$ cat src/logic/lod_pkg.sv
// Purpose: Shared constants for the lead-off detection register bank
// Assumes: APB slave, 32-bit data, one register per aligned word
// Notes: Printed offsets are not all multiples of four, so they are indices
package lod_pkg;
    localparam int LOD_NUM_CH = 8;
    // ****************************************************************
    // Register indices (byte address is four times the index)
    // ****************************************************************
    localparam logic [7:0] LOD_IDX_POS_EN = 8'h0F;
    localparam logic [7:0] LOD_IDX_NEG_EN = 8'h10;
    localparam logic [7:0] LOD_IDX_SWAP = 8'h11;
    localparam logic [7:0] LOD_IDX_POS_STATE = 8'h12;
    localparam logic [7:0] LOD_IDX_NEG_STATE = 8'h13;
    localparam logic [7:0] LOD_IDX_IRQ_STATUS = 8'h20;
    localparam logic [7:0] LOD_IDX_IRQ_ENABLE = 8'h21;
    localparam logic [7:0] LOD_IDX_IRQ_CLEAR = 8'h22;
    // ****************************************************************
    // Reset values
    // ****************************************************************
    localparam logic [7:0] LOD_RST_POS_EN = 8'h00;
    localparam logic [7:0] LOD_RST_NEG_EN = 8'h00;
    localparam logic [7:0] LOD_RST_SWAP = 8'h00;
    localparam logic [7:0] LOD_RST_STATE = 8'h00;
    localparam logic [15:0] LOD_RST_IRQ = 16'h0000;
    // ****************************************************************
    // Interrupt field layout: positive detach in low byte
    // ****************************************************************
    localparam int LOD_IRQ_POS_LSB = 0;
    localparam int LOD_IRQ_NEG_LSB = 8;
    localparam int LOD_IRQ_W = 16;
endpackage

$ cat src/logic/lod_regs.sv
// Purpose: APB register bank for per-channel electrode lead-off detection
// Assumes: Single clock pclk at 200 MHz; zero-wait-state APB slave
// Notes: Status bytes are read-only; writes to them are ignored
//
// Functional notes
// - Positive enable mask at index 0x0F, bit k enables channel k+1.
// - Negative enable mask at index 0x10, bit k enables channel k+1.
// - Both enable masks and the swap byte reset to zero.
// - Channels 5-8 absent on four-channel, 7-8 absent on six-channel.
// - Swap byte at index 0x11 picks the pull direction per channel.
// - Swap clear pulls positive input high and negative input low.
// - Swap set pulls positive input low and negative input high.
// - Positive status at index 0x12 reads one for a detached lead.
// - Negative status at index 0x13 reads one for a detached lead.
`timescale 1ns/10ps
module lod_regs
    import lod_pkg::*;
#(
    parameter int NUM_CH = LOD_NUM_CH
) (
    // Clock and reset
    input wire logic pclk,
    input wire logic presetn,
    // APB slave
    input wire logic psel,
    input wire logic penable,
    input wire logic pwrite,
    input wire logic [11:0] paddr,
    input wire logic [31:0] pwdata,
    input wire logic [3:0] pstrb,
    output logic [31:0] prdata,
    output logic pready,
    output logic pslverr,
    // Analog front end
    input wire logic conv_strobe,
    input wire logic [7:0] pos_cmp_off,
    input wire logic [7:0] neg_cmp_off,
    output logic [7:0] pos_pull_high,
    output logic [7:0] pos_pull_low,
    output logic [7:0] neg_pull_high,
    output logic [7:0] neg_pull_low,
    // Interrupt
    output logic irq
);
    // ****************************************************************
    // Channel population
    // ****************************************************************
    localparam logic [7:0] CH_MASK = 8'(((1 << NUM_CH) - 1));

    logic [7:0] pos_detect_enable_r;
    logic [7:0] neg_detect_enable_r;
    logic [7:0] pull_polarity_swap_r;
    logic [7:0] pos_electrode_state;
    logic [7:0] neg_electrode_state;
    logic [7:0] pos_rise;
    logic [7:0] neg_rise;
    logic [LOD_IRQ_W-1:0] irq_status_r;
    logic [LOD_IRQ_W-1:0] irq_enable_r;
    logic [LOD_IRQ_W-1:0] irq_event;
    logic [LOD_IRQ_W-1:0] irq_clear;
    logic [9:0] word_idx;
    logic wr_en;
    logic rd_en;
    logic hit;
    logic [31:0] rdata_nxt;

    // ****************************************************************
    // Bus decode
    // ****************************************************************
    assign word_idx = paddr[11:2];
    assign wr_en = psel & penable & pwrite & pstrb[0];
    // Reads are captured in setup so the data stands in the access phase
    assign rd_en = psel & ~penable & ~pwrite;
    assign pready = 1'b1;

    always_comb begin
        hit = 1'b1;
        rdata_nxt = 32'h0000_0000;
        unique case (word_idx)
            {2'b00, LOD_IDX_POS_EN}:
                rdata_nxt[7:0] = pos_detect_enable_r;
            {2'b00, LOD_IDX_NEG_EN}:
                rdata_nxt[7:0] = neg_detect_enable_r;
            {2'b00, LOD_IDX_SWAP}:
                rdata_nxt[7:0] = pull_polarity_swap_r;
            {2'b00, LOD_IDX_POS_STATE}:
                rdata_nxt[7:0] = pos_electrode_state;
            {2'b00, LOD_IDX_NEG_STATE}:
                rdata_nxt[7:0] = neg_electrode_state;
            {2'b00, LOD_IDX_IRQ_STATUS}:
                rdata_nxt[LOD_IRQ_W-1:0] = irq_status_r;
            {2'b00, LOD_IDX_IRQ_ENABLE}:
                rdata_nxt[LOD_IRQ_W-1:0] = irq_enable_r;
            {2'b00, LOD_IDX_IRQ_CLEAR}:
                rdata_nxt = 32'h0000_0000;
            default:
                hit = 1'b0;
        endcase
    end

    // Unmapped access answers with an error, never a silent hit
    assign pslverr = psel & penable & ~hit;

    always_ff @(posedge pclk or negedge presetn) begin
        if (!presetn) begin
            prdata <= 32'h0000_0000;
        end else if (rd_en) begin
            prdata <= rdata_nxt;
        end
    end

    // ****************************************************************
    // Configuration registers
    // ****************************************************************
    always_ff @(posedge pclk or negedge presetn) begin
        if (!presetn) begin
            pos_detect_enable_r <= LOD_RST_POS_EN;
            neg_detect_enable_r <= LOD_RST_NEG_EN;
            pull_polarity_swap_r <= LOD_RST_SWAP;
        end else if (wr_en) begin
            // Absent channels read as zero and steer nothing
            if (word_idx == {2'b00, LOD_IDX_POS_EN}) begin
                pos_detect_enable_r <= pwdata[7:0] & CH_MASK;
            end
            if (word_idx == {2'b00, LOD_IDX_NEG_EN}) begin
                neg_detect_enable_r <= pwdata[7:0] & CH_MASK;
            end
            if (word_idx == {2'b00, LOD_IDX_SWAP}) begin
                pull_polarity_swap_r <= pwdata[7:0] & CH_MASK;
            end
        end
    end

    // ****************************************************************
    // Per-channel steering and status
    // ****************************************************************
    for (genvar k = 0; k < 8; k++) begin : g_ch
        lod_channel u_ch (
            .pclk(pclk),
            .presetn(presetn),
            .pos_en(pos_detect_enable_r[k]),
            .neg_en(neg_detect_enable_r[k]),
            .swap(pull_polarity_swap_r[k]),
            .implemented(CH_MASK[k]),
            .conv_strobe(conv_strobe),
            .pos_cmp_off(pos_cmp_off[k]),
            .neg_cmp_off(neg_cmp_off[k]),
            .pos_pull_high(pos_pull_high[k]),
            .pos_pull_low(pos_pull_low[k]),
            .neg_pull_high(neg_pull_high[k]),
            .neg_pull_low(neg_pull_low[k]),
            .pos_off_r(pos_electrode_state[k]),
            .neg_off_r(neg_electrode_state[k]),
            .pos_rise(pos_rise[k]),
            .neg_rise(neg_rise[k])
        );
    end

    // ****************************************************************
    // Interrupts: detach events, sticky until cleared
    // ****************************************************************
    assign irq_event = {neg_rise, pos_rise};
    assign irq_clear = (wr_en && word_idx == {2'b00, LOD_IDX_IRQ_CLEAR}) ?
        pwdata[LOD_IRQ_W-1:0] : '0;

    always_ff @(posedge pclk or negedge presetn) begin
        if (!presetn) begin
            irq_enable_r <= LOD_RST_IRQ;
        end else if (wr_en && word_idx == {2'b00, LOD_IDX_IRQ_ENABLE}) begin
            irq_enable_r <= pwdata[LOD_IRQ_W-1:0];
        end
    end

    // Set beats clear in the same cycle so no event is lost
    always_ff @(posedge pclk or negedge presetn) begin
        if (!presetn) begin
            irq_status_r <= LOD_RST_IRQ;
        end else begin
            irq_status_r <= (irq_status_r & ~irq_clear) | irq_event;
        end
    end

    assign irq = |(irq_status_r & irq_enable_r);
endmodule

$ cat src/logic/lod_channel.sv
// Purpose: One channel of lead-off pull steering and status capture
// Assumes: Comparator outputs synchronous to pclk
// Notes: Status updates only on a conversion strobe
`timescale 1ns/10ps
module lod_channel (
    // Clock and reset
    input wire logic pclk,
    input wire logic presetn,
    // Configuration
    input wire logic pos_en,
    input wire logic neg_en,
    input wire logic swap,
    input wire logic implemented,
    // Analog side
    input wire logic conv_strobe,
    input wire logic pos_cmp_off,
    input wire logic neg_cmp_off,
    output logic pos_pull_high,
    output logic pos_pull_low,
    output logic neg_pull_high,
    output logic neg_pull_low,
    // Status
    output logic pos_off_r,
    output logic neg_off_r,
    output logic pos_rise,
    output logic neg_rise
);
    logic pos_act;
    logic neg_act;
    logic pos_nxt;
    logic neg_nxt;

    assign pos_act = pos_en & implemented;
    assign neg_act = neg_en & implemented;

    // Pulls only while that side is enabled
    assign pos_pull_high = pos_act & ~swap;
    assign neg_pull_low = neg_act & ~swap;
    assign pos_pull_low = pos_act & swap;
    assign neg_pull_high = neg_act & swap;

    // Disabled side holds its last value; software ignores it then
    assign pos_nxt = (conv_strobe && pos_act) ? pos_cmp_off : pos_off_r;
    assign neg_nxt = (conv_strobe && neg_act) ? neg_cmp_off : neg_off_r;
    assign pos_rise = pos_nxt & ~pos_off_r;
    assign neg_rise = neg_nxt & ~neg_off_r;

    always_ff @(posedge pclk or negedge presetn) begin
        if (!presetn) begin
            pos_off_r <= 1'b0;
            neg_off_r <= 1'b0;
        end else begin
            pos_off_r <= pos_nxt;
            neg_off_r <= neg_nxt;
        end
    end
endmodule

$ cat config.mk
export PLATFORM = sky130hd
export DESIGN_NAME = lod_regs
export DESIGN_NICKNAME = d
export VERILOG_FILES = /design/src/logic/lod_pkg.sv /design/src/logic/lod_regs.sv /design/src/logic/lod_channel.sv
export SDC_FILE = /design/constraint.sdc
export NUM_CORES = 1
export LEC_CHECK = 0
export BUFFER_PORTS_ARGS = -buffer_cell sky130_fd_sc_hd__buf_4
export CORE_ASPECT_RATIO = 0.9
export CORE_MARGIN = 1.5
export CORE_UTILIZATION = 50
export DETAILED_ROUTE_END_ITERATION = 12
export PLACE_DENSITY = 0.87
export SYNTH_ARGS = -nofsm -noshare
export SYNTH_HDL_FRONTEND = slang
export SYNTH_SLANG_ARGS = --single-unit
$ cat constraint.sdc
create_clock -name pclk -period 1.7 [get_ports pclk]
set_input_delay 0.17 -clock pclk [delete_from_list [all_inputs] [get_ports pclk]]
set_output_delay 0.17 -clock pclk [all_outputs]
set_load 0.005 [all_outputs]
### Yosys cells after proc, flatten, opt, wreduce, memory -nomap -nowiden

Cells that the tools add are included.

* register bits after elaboration: 88
* bits of input ports: 70
* output and inout bits: 67
* word-level logic and storage cells: 158

* equal/unequal tests: 8
* multiplexer cells: 20
* bitwise gates (word level): 85
* reduce and logical (&&, ||, !) cells: 23

Operators by type and width (count)
* case mux 8 bit (7 select lines): 1
* AND 1 bit: 54
* == test 10 x 5 -> 1 bit, second input constant: 4
* AND 16 bit: 2
* == test 10 x 6 -> 1 bit, second input constant: 3
* inverter 1 bit: 27
* logical AND 1 bit: 18
* two-way mux 1 bit: 17
* two-way mux 16 bit: 1
* inverter 16 bit: 1
* OR 16 bit: 1
* case mux 8 bit (2 select lines): 1
* OR reduction 16 bit: 1
* == test 10 x 4 -> 1 bit, second input constant: 1
* OR reduction 8 bit: 1
* AND reduction 2 bit: 3

### Depth between registers and ports, before layout

Gate-level depths: netlist of the first run.

* depth after elaboration: 8
* mapped depth: 6
* gate-level depth less buffers: 4

### Modules after synthesis

Synthesis of the first run repeated with hierarchy kept, for this count alone.

* cell total of the unflattened synthesis: 425
* area total of the unflattened synthesis: 4712.0 um2

Modules (own cells, without submodules)
* lod_regs: times used 1, cells each 313, area an instance 3550.9 um2, sequential area each 1801.7 um2
* lod_channel: times used 8, cells each 14, area an instance 145.1 um2, sequential area each 50.0 um2

### Worst setup path after synthesis of the first run

No wires, ideal clock.

* path kind: input to register
* start: in paddr[9]
* end: reg irq_enable_r[10]
* library setup time: 0.125 ns
* arrival: 1.664 ns
* data required time: 1.575 ns
* setup slack: -0.089 ns
* cell stages on the path: 6
* buffers on the path: 2
* cell sequence: or4_4 -> nor3_4 -> and3_4 -> buf_8 -> buf_12 -> mux2_4

* longest elaborated chain between the ends: 2

Ends and longest elaborated chain
* start: declaration: line lod_regs.sv:28 `input wire logic [11:0] paddr,`
* == test 10 x 6 -> 1 bit: line lod_regs.sv:169 `end else if (wr_en && word_idx == {2'b00, LOD_IDX_IRQ_ENABLE}) begin`
* logical AND 1 bit: line lod_regs.sv:169
* end signal: assignment: line lod_regs.sv:170 `irq_enable_r <= pwdata[LOD_IRQ_W-1:0];`
* end: declaration: line lod_regs.sv:58 `logic [LOD_IRQ_W-1:0] irq_enable_r;`

Every way passes these cells.
A chain may end at the register's enable or synchronous reset.

### Worst setup path in the final report of the first run

* start: reg irq_enable_r[9]
* end: out irq

* longest elaborated chain between the ends: 2

Ends and longest elaborated chain
* AND 16 bit: line lod_regs.sv:183 `assign irq = |(irq_status_r & irq_enable_r);`
* OR reduction 16 bit: line lod_regs.sv:183
* end: declaration: line lod_regs.sv:43 `output logic irq`

Every way passes these cells.

==> summary.txt, run 1 <==
STA
  • Final Cycle Share: 105%
  • Final worst slack: -0.0830 ns
  • Fmax: 561 MHz
  • Min cycle time layout: 1.78 ns
  • RSZ-0062 raised after global routing: yes
  • Clock Skew: 0.00919 ns
  • Final Hold Fails: 0
  • Setup violations, final: 1
  • Slew Limit Fails: 0

Cells and area
  • Fillers: 740
  • Diode count: 0
  • Layout cells sized above 1: 43.9%
  • Final #Nets: 575
  • Fin util: between 60% and 70%
  • Area Growth Syn to Fin: 20.1%
  • FF/Latch Area: ~0.0022 sq mm
  • Multi-input gate area: 0.00230 sq mm
  • Fin cells: 632

Yosys
  • Post-synthesis sequential area ratio: between 40% and 50%
  • EDFF count, synth: 0
  • Syn Inst Count: just over 400
  • Syn. warnings: 0
  • Synth Flop Type: dfrtp_1
  • Largest family of logic cells by synthesized area: multiplexers
  • Compound-Gate Fraction of Synth Area: 9.57%
  • Area contributors post-synth: dfrtp_1 45%, mux2_2 11%, buf_4 7.7%, o2bb2ai_1 4.3%, mux4_2 3.7%
  • Asr flop ratio synth: 100%
  • Yosys top cell by area: dfrtp_1
  • Synth unique cells: 43
  • Post-synthesis xor/xnor area fraction: 0%
  • Simple-gate portion of the synthesized area: 14.6%
  • Yosys reg bits: around 90
  • Synth Area in Adders: 0%
  • Area fraction of the dominant cell type after synthesis: between 40% and 50%
  • Synthesized area per cell: between 10 and 15 sq um
  • Mux share of post-synthesis cell area: 20.7%
  • Cell Area, Synth: just under 0.005 sq mm

Min path
  • Hold Crit Start: neg_cmp_off[3]
  • Hold Path Class: in -> reg
  • Hold endpoint: g_ch[3].u_ch.neg_off_r$_DFF_PN0_
  • Worst Hold Path Cells: 2

Floorplan
  • Core area: slightly above 0.009 sq mm
  • # rows: 33
  • Die area: between 0.01 and 0.015 sq mm
  • Die width: 107 um
  • IO Pins: 137
  • Starting Density: 52.4%
  • Die Y-Extent: 96.6 um

Critical path
  • CP Class: reg -> out
  • Crit. Startpoint: irq_enable_r[9]$_DFFE_PN0P_
  • Worst R2R End: prdata[1]$_DFFE_PN0P_
  • R2R cell count: 4
  • CP arrival: 1.61 ns
  • Crit. End Element: primary output
  • R2R setup slack: roughly 0.2 ns
  • Nature of the critical path startpoint: flip-flop
  • Reg2reg start: pull_polarity_swap_r[1]$_DFFE_PN0P_
  • Critical Path RT: 1.53 ns
  • Worst-path maximum fanout: 2

Clock network
  • Worst-path clk slew: 0.09 ns
  • Htree depth: 3
  • Clock buffer depth: 2
  • CTS sink count: 88
  • Root buf cell: clkbuf_8
  • Clock latency on the worst-skew pair: 0.36 ns
  • Cts bufs inserted: 9
  • CTS tree: done

Power and ir drop
  • Leakage component of the power: 2.91 nW
  • PwrDens: roughly 660 mW/mm^2
  • Seq pwr share: a little over half
  • Psw: 0.948 mW
  • Internal power: between 2 and 3 mW
  • Worst VDD drop: 0.433 mV
  • Combinational share of power: 8.4%
  • Part of the power in the clock network: 37.1%
  • Switch share: 24.4%

Global routing
  • Global-route wire length before repair: 18800 um
  • Number of global-route vias before repair: 3527
  • GRT overflow: 0
  • Largest net degree at the start of global routing: between 80 and 90
  • Initial antenna violation count: 0
  • Gr usage total: 24.3%

Placement
  • # port buffers: 98
  • Placer congestion estimate: slightly below 0.9
  • Dpl cells: just over 600
  • DPL Wire Length: between 8000 and 9000 um

Status
  • Status: finished with violations
  • Failing checks: setup timing

Routing
  • DR vias/cell: 5.70
  • Wirelength per Cell: roughly 19 um
  • DRT Wirelength: 12000 um
  • Drt initial violations: 236
  • Metal-1 WL: 5060 um
  • Residual DRC: 0
  • Metal3 WL: 1030 um
  • Post-route ant nets: 0
  • 1st-pass router iterations: 5
  • Met2 WL post-DR: around 5800 um
  • DR vias: 3602
  • Top sig layer: met4

Flow run
  • Max cap viols: 0
==> through the flow <==
stage | TNS [ns] | hold slack (ns) | area, sq um | worst slack, ns | total power [mW]
detailed placement | -6.72 | 0.228 | 5560 | -0.228 | 2.48
floorplan | -0.918 | -0.126 | 4950 | -0.0886 | 2.30
finish | -0.0830 | 0.0507 | 5840 | -0.0830 | 3.88
global route | -0.136 | 0.0410 | 5840 | -0.136 | 4.03
global placement | -5.63 | 0.242 | 5560 | -0.194 | 2.47
CTS | -0.0192 | 0.0436 | 5830 | -0.0192 | 3.90
==> worst max-delay path by stage <==
stage                     slack, ns  cells after the start                                 end
after floorplan               -0.09                      6        irq_enable_r[10]$_DFFE_PN0P_
after global placement        -0.19                      7  neg_detect_enable_r[2]$_DFFE_PN0P_
after detailed placement      -0.23                      5         irq_enable_r[4]$_DFFE_PN0P_
after CTS                     -0.02                      4                                 irq
after global routing          -0.14                      4                                 irq
final                         -0.08                      4                                 irq
==> state kept, by name, indices dropped and copies added (netlist names) <==
signal / flops
irq_enable_r: 16
irq_status_r: 16
prdata: 16
g_ch.u_ch.neg_off_r: 8
g_ch.u_ch.pos_off_r: 8
neg_detect_enable_r: 8
pos_detect_enable_r: 8
pull_polarity_swap_r: 8
==> placed cells by master (no fill, tap or decap), types with 2 or more instances in the layout <==
cell       instances
mux2_2            39
clkinv_2           3
nand2b_1          16
o31ai_1            8
a22oi_1            8
or3b_2             2
dfrtp_1           88
mux2_4            17
o2bb2ai_1         24
inv_6              2
clkbuf_8           9
conb_1            17
nand3_1           16
buf_4            128
and2_1            18
nor2b_1           17
nand4_1            2
a22o_1             4
a221oi_2           4
mux2i_1           16
nor3_4             2
mux4_2             8
nand2_1           33
o21ai_0            8
==> cell type report <==
type	instances	area share (%)
Clock buffer	9	2.12
Clock inverter	7	1.20
Inverter	1	0.0643
Multi-Input combinational cell	275	39.3
Sequential cell	88	37.7
Tap cell	122	2.61
Timing Repair Buffer	130	17.0
==> Yosys cell counts (4+ instances only) <==
master     instances
a22oi_1            8
nand2_1           33
o21ai_0            8
o31ai_1            8
buf_4             50
buf_2              5
nand2b_1          16
nand3_1           16
mux4_2             8
nor2b_1           17
and2_1            18
mux2_2            46
clkbuf_1           7
dfrtp_1           88
a22o_1             4
mux2_4            10
o2bb2ai_1         24
mux2i_1           16
a221oi_1           4
==> cells by family (layout without fill, tap and decap cells) <==
kind of cell / count (synthesis) / count (layout)
flip-flops: 88 / 88
AND/OR/NAND/NOR: 119 / 119
multiplexers: 80 / 80
other: 2 / 17
buffers and inverters: 67 / 147
AO/OA/AOI/OAI: 59 / 59
==> what timing repair did <==
action / 4_1_cts / 5_1_grt
hold buffers: 1 / 0
pin swaps: 2 / 2
endpoints found under the setup margin: 1 / 1
setup buffers: 6 / 1
endpoints found under the hold margin: 88 / 0
gates resized for setup: 3 / 1
==> worst max-delay path, cell delays in order (launching register included) <==
cell,delay [ns]
dfrtp_1,0.41
a22o_1,0.27
a221oi_2,0.21
nand4_1,0.18
buf_4,0.18
==> power by group through the flow <==
| stage | Sequential, mW | Clock [mW] | Combinational (mW) |
|---|---|---|---|
| finish | 2.12 | 1.44 | 0.325 |
| global route | 2.12 | 1.55 | 0.355 |
| CTS | 2.12 | 1.46 | 0.324 |
| detailed placement | 2.16 | 0 | 0.317 |
| global placement | 2.16 | 0 | 0.311 |
| floorplan | 2.16 | 0 | 0.140 |
==> layer usage <==
layer  track usage (%)  up-vias
met5                 0        -
met4              6.33        0
met3              6.10       21
met2              40.1      189
met1              32.4     1770
li1                  -     1622
No activity file was read; power rests on OpenSTA's default activity.
==> run 2: changes to the inputs <==
- BUFFER_PORTS_ARGS: -buffer_cell sky130_fd_sc_hd__buf_4 -> unset
- DONT_BUFFER_PORTS: unset -> 1
- PLACE_DENSITY: 0.87 -> 0.75
==> run 2 against run 1 <==
Against the previous run: the run ends with hold timing left; design area down 8.6%; sequential cell count unchanged; non-clock buffer count down 80; combinational power down 39%; core utilization down 5.4 points; critical endpoint unchanged.
==> summary.txt, run 2 (same netlist as run 1, synthesis figures left out) <==
Clock network
  • Setup Buffers After CTS: 0 (-6)
  • Clock buffer depth: 2 (unchanged)
  • CTS tree: done
  • CTS sink count: 88 (unchanged)
  • Htree depth: 3 (unchanged)
  • Root buf cell: clkbuf_8
  • Clock latency on the worst-skew pair: 0.35 ns (about the same)
  • Hold buffer count at cts: 35 (+34)
  • Cts bufs inserted: 9 (unchanged)
  • Worst-path clk slew: 0.09 ns (about the same)

Power and ir drop
  • Worst VDD drop: 0.620 mV (+43%)
  • Leakage component of the power: 2.47 nW (-15%)
  • PwrDens: 727 mW/mm^2 (+9.4%)

STA
  • Fmax: 598 MHz (+6.6%)
  • Final worst slack: 0.0272 ns (+0.110 ns)
  • Relative slew slack: 60.8%
  • Clock Skew: 0.00932 ns (+0.000124 ns)
  • Final setup TNS: 0 ns (+0.0830 ns)
  • Final Cycle Share: 98.4% (-6.5 points)
  • Slew Limit Fails: 0 (unchanged)
  • Worst hold slack: -0.496 ns (-0.547 ns)
  • Worst-margin pin slew: 0.586 ns
  • RSZ-0062 raised after global routing: yes
  • Setup violations, final: 0 (-1)
  • Final Hold Fails: 88 (+88)
  • Min cycle time layout: 1.67 ns (-0.110 ns)

Critical path
  • Crit. End Element: primary output
  • CP Class: reg -> out
  • Reg2reg start: pull_polarity_swap_r[5]$_DFFE_PN0P_
  • R2R cell count: 4 (unchanged)
  • Worst R2R End: prdata[5]$_DFFE_PN0P_
  • Worst-path maximum fanout: 3 (+1)
  • R2R setup slack: 0.24 ns (+0.04 ns)
  • Critical Path RT: 1.53 ns (about the same)
  • Nature of the critical path startpoint: flip-flop
  • CP arrival: 1.50 ns (-0.11 ns)

Routing
  • DR vias: 3278 (-9.0%)
  • Residual DRC: 0 (unchanged)
  • Wirelength per Cell: 21.3 um (+12%)
  • DRT Wirelength: 11800 um (-2.4%)
  • Post-route ant nets: 0 (unchanged)
  • Drt initial violations: 193 (-18%)
  • DR vias/cell: 5.94 (+4.2%)
  • 1st-pass router iterations: 4 (-1)

Placement
  • # port buffers: 0 (-100%)
  • Setup WS pre-CTS: -0.124 ns (+0.104 ns)
  • DPL Wire Length: 7980 um (-7.9%)
  • Area post-placement: 0.00476 sq mm (-14%)
  • Placer congestion estimate: 0.828 (-5.6%)

Global routing
  • Number of global-route vias before repair: 3339 (-5.3%)
  • GRT overflow: 0 (unchanged)
  • Gr usage total: 24.2% (-0.062 points)
  • Global-route wire length before repair: 18500 um (-1.3%)
  • Initial antenna violation count: 0 (unchanged)
  • Largest net degree at the start of global routing: 89 (unchanged)

Status
  • Status: finished with violations
  • Failing checks: hold timing

Floorplan
  • # rows: 33 (unchanged)
  • Starting Density: 52.4% (unchanged)
  • Die area: 0.0103 sq mm (unchanged)
  • IO Pins: 137 (unchanged)
  • Die width: 107 um (unchanged)
  • Die Y-Extent: 96.6 um (unchanged)
  • Core area: 0.00929 sq mm (unchanged)

Min path
  • Hold Path Class: in -> async

Cells and area
  • Final #Nets: 495 (-14%)
  • Most frequent cells in the layout: 88 x dfrtp_1, 39 x mux2_2, 35 x dlygate4sd3_1
  • Design Area, Final: 0.00534 sq mm (-8.6%)
  • Commonest non-fill, non-tap cell in the layout: dfrtp_1
  • Top Registers: irq_enable_r x16, irq_status_r x16, prdata x16
  • Diode count: 0 (unchanged)
  • Fin util: 57.5% (-5.4 points)
  • Fillers: 796 (+7.6%)
  • Layout cells sized above 1: 24.7% (-19 points)
  • Area Growth Syn to Fin: 9.75%

Flow run
  • Max cap viols: 0 (unchanged)
-- run 2: how the worst max path moves through the flow --
stage,depth (start not counted),start,slack [ns],end
after floorplan,6,paddr[9],-0.09,irq_enable_r[10]$_DFFE_PN0P_
after global placement,4,paddr[9],-0.08,irq_enable_r[1]$_DFFE_PN0P_
after detailed placement,4,paddr[9],-0.12,irq_enable_r[5]$_DFFE_PN0P_
after CTS,3,irq_status_r[4]$_DFF_PN0_,0.008,irq
after global routing,3,irq_status_r[9]$_DFF_PN0_,-0.02,irq
final,3,irq_status_r[9]$_DFF_PN0_,0.03,irq
-- run 2: final cells by class --
cell class                 instances  area (sq um)  share of cell area (%)
timing repair buffer              50           483                    9.04
inverter                           1          3.75                  0.0703
sequential                        88          2200                    41.2
tap                              122           153                    2.86
clock buffer                      11           131                    2.46
multi-input combinational        275          2290                    42.8
clock inverter                     5          81.3                    1.52
-- run 2: per-stage QoR --
| stage | cells | total power [mW] |
|---|---|---|
| CTS | 552 | 3.90 |
| floorplan | 430 | 2.30 |
| global placement | 501 | 2.26 |
| global route | 552 | 4.02 |
| finish | 552 | 3.88 |
| detailed placement | 501 | 2.27 |
-- run 2: repair_timing --
item | in CTS | in global routing
resized for setup | 1 | 3
hold endpoints to repair | 160 | 88
pin swaps | 1 | 0
endpoints found under the setup margin | 1 | 3
gates cloned | 0 | 0
-- run 2: layer usage --
layer | up-vias | share of wire, % | global-route usage (%)
met4 | 0 | 1.8 | 7.00
met5 | - | 0 | 0
met2 | 160 | 46 | 38.1
li1 | 1452 | - | -
met3 | 19 | 11 | 6.91
met1 | 1647 | 42 | 33.0
-- run 2: worst max-delay path, cell delays in order (launching register included) --
cell      delay, ns
dfrtp_1        0.42
a22o_1         0.26
a221oi_1       0.28
nand4_1        0.19
-- run 2: where the power goes --
group	total (mW)	internal [mW]	leakage, nW	switching [mW]
Clock	1.57	0.830	0.104	0.737
Sequential	2.12	2.11	1.23	0.0130
Combinational	0.197	0.107	1.14	0.0899
Total	3.88	3.04	2.47	0.840
==> run 3: changes to the inputs <==
- REMOVE_ABC_BUFFERS: unset -> 1
==> run 3 against run 2 <==
Against the previous run: the flow still finishes with violations (hold timing); total power shrank 4.8%; global-route usage shrank 0.10 points; combinational power is essentially flat; sequential cell count is the same; register-to-register slack is essentially flat; critical endpoint unchanged; clock-buffer cell count grew 1; critical path type unchanged; cell count is the same; core utilization shrank 0.19 points.
==> summary.txt, run 3 (same netlist as run 1, synthesis figures left out) <==
Routing
  • Post-route ant nets: 0 (unchanged)
  • DR vias: 3270 (-0.24%)
  • Wirelength per Cell: 21.5 um (+1.2%)
  • DRT Wirelength: 11900 um (+1.2%)
  • DR vias/cell: 5.92 (-0.24%)
  • 1st-pass router iterations: 4 (unchanged)
  • Residual DRC: 0 (unchanged)
  • Drt initial violations: 189 (-2.1%)

STA
  • Slew Limit Fails: 0 (unchanged)
  • Worst-margin pin slew: 0.712 ns (+0.127 ns)
  • Final Hold Fails: 88 (unchanged)
  • Clock Skew: 0.00537 ns (-0.00394 ns)
  • Final worst slack: 0.0742 ns (+0.0470 ns)
  • Final Cycle Share: 95.6% (-2.8 points)
  • Min cycle time layout: 1.63 ns (-0.0470 ns)
  • Fmax: 615 MHz (+2.9%)
  • Relative slew slack: 52.4% (-8.5 points)
  • Worst hold slack: -0.506 ns (-0.00985 ns)
  • RSZ-0062 raised after global routing: yes
  • Setup violations, final: 0 (unchanged)

Status
  • Failing checks: hold timing
  • Status: finished with violations

Power and ir drop
  • PwrDens: 695 mW/mm^2 (-4.5%)
  • Leakage component of the power: 2.47 nW (-0.17%)
  • Worst VDD drop: 0.502 mV (-19%)
  • Pwr Total: 3.70 mW (-4.8%)

Clock network
  • Root buf cell: clkbuf_8
  • CTS sink count: 88 (unchanged)
  • Worst-path clk slew: 0.08 ns (about the same)
  • Setup Buffers After CTS: 0 (unchanged)
  • CTS tree: done
  • Clock latency on the worst-skew pair: 0.36 ns (about the same)
  • Clock buffer depth: 2 (unchanged)
  • Cts bufs inserted: 9 (unchanged)
  • Htree depth: 3 (unchanged)

Critical path
  • Worst R2R End: prdata[0]$_DFFE_PN0P_
  • Crit. End Element: primary output
  • Worst-path maximum fanout: 3 (unchanged)
  • Critical Path RT: 1.53 ns (about the same)
  • R2R setup slack: 0.23 ns (about the same)
  • Critical Path Sink: irq
  • CP arrival: 1.46 ns (-0.04 ns)
  • CP Class: reg -> out
  • Nature of the critical path startpoint: flip-flop
  • Crit. Startpoint: irq_enable_r[9]$_DFFE_PN0P_
  • Reg2reg start: neg_detect_enable_r[0]$_DFFE_PN0P_
  • R2R cell count: 4 (unchanged)

Placement
  • Dpl cells: 505 (+0.80%)
  • DPL Wire Length: 8080 um (+1.3%)
  • Placer congestion estimate: 0.837 (+1.2%)
  • Area post-placement: 0.00478 sq mm (+0.53%)
  • # port buffers: 0 (unchanged)
  • Setup WS pre-CTS: -0.0576 ns (+0.0662 ns)

Cells and area
  • Commonest non-fill, non-tap cell in the layout: dfrtp_1
  • Final #Nets: 498 (+0.61%)
  • Most frequent cells in the layout: 88 x dfrtp_1, 46 x mux2_2, 34 x dlygate4sd3_1
  • Fin cells: 552 (unchanged)
  • Area Growth Syn to Fin: 9.39%
  • Top Registers: irq_enable_r x16, irq_status_r x16, prdata x16
  • Design Area, Final: 0.00532 sq mm (-0.33%)
  • Layout cells sized above 1: 25.3% (+0.70 points)
  • Diode count: 0 (unchanged)
  • Fin util: 57.3% (-0.19 points)

Floorplan
  • Die width: 107 um (unchanged)
  • IO Pins: 137 (unchanged)
  • # rows: 33 (unchanged)
  • Die Y-Extent: 96.6 um (unchanged)
  • Die area: 0.0103 sq mm (unchanged)
  • Core area: 0.00929 sq mm (unchanged)
  • Starting Density: 52.4% (unchanged)

Global routing
  • Global route hottest layer: met2
  • Met2 GRT Util: 37.6% (-0.48 points)
  • Gr usage total: 24.1% (-0.10 points)
  • M1 GR Usage: 31.0% (-2.0 points)
  • Largest net degree at the start of global routing: 89 (unchanged)
  • Number of global-route vias before repair: 3301 (-1.1%)
  • Global-route wire length before repair: 18200 um (-2.0%)
  • GRT overflow: 0 (unchanged)
  • Initial antenna violation count: 0 (unchanged)
  • Met3 Use GR: 8.45% (+1.5 points)

Flow run
  • Max cap viols: 0 (unchanged)

Min path
  • Hold Path Class: in -> async
[run 3: changes by cell type in the layout (fill, tap and decap cells not counted), moves of 2 or more]
cell	delta
mux2_2	+7
mux2_4	-7
a221oi_1	-2
a221oi_2	+2
buf_4	+5
buf_6	-2
[run 3: stage by stage]
step	hold slack, ns	TNS [ns]
after global routing	-0.524	-0.00972
after CTS	-0.513	0
after detailed placement	-0.123	-0.919
final	-0.506	0
after floorplan	-0.126	-3.42
after global placement	-0.123	-0.320
[run 3: power breakdown]
group / internal (mW) / switching (mW)
clock: 0.697 / 0.680
sequential: 2.11 / 0.0136
combinational: 0.108 / 0.0923
[run 3: critical path, cell delays in order, from the launching register on]
cell and delay (ns):
dfrtp_1 0.40, a22o_1 0.26, a221oi_2 0.22, nand4_1 0.22
[run 3: layout make-up]
cell class | instances | area [sq um]
fill | 794 | 3970
multi-input combinational | 275 | 2280
sequential | 88 | 2200
timing repair buffer | 53 | 508
tap | 122 | 153
clock buffer | 12 | 145
clock inverter | 1 | 30.0
inverter | 1 | 3.75
[run 3: worst min path at each step]
stage / startpoint / to / slack (ns) / depth (start not counted)
2_1_floorplan: presetn / g_ch[0].u_ch.neg_off_r$_DFF_PN0_ / -0.13 / 0
3_3_place_gp: presetn / pull_polarity_swap_r[4]$_DFFE_PN0P_ / -0.12 / 0
3_5_place_dp: presetn / g_ch[4].u_ch.neg_off_r$_DFF_PN0_ / -0.12 / 0
4_1_cts: presetn / prdata[12]$_DFFE_PN0P_ / -0.51 / 0
5_1_grt: presetn / prdata[5]$_DFFE_PN0P_ / -0.52 / 0
6_report: presetn / pull_polarity_swap_r[4]$_DFFE_PN0P_ / -0.51 / 0
[run 3: timing repair]
item,in CTS,in global routing
endpoints found under the hold margin,160,89
hold buffers,33,1
resized for setup,2,2
endpoints found under the setup margin,1,1
pin swaps,1,2
[run 3: layer usage]
layer	up-vias	wire, um
met4	0	238
met1	1646	5000
met3	20	1230
met5	-	0
met2	144	5420
li1	1460	-
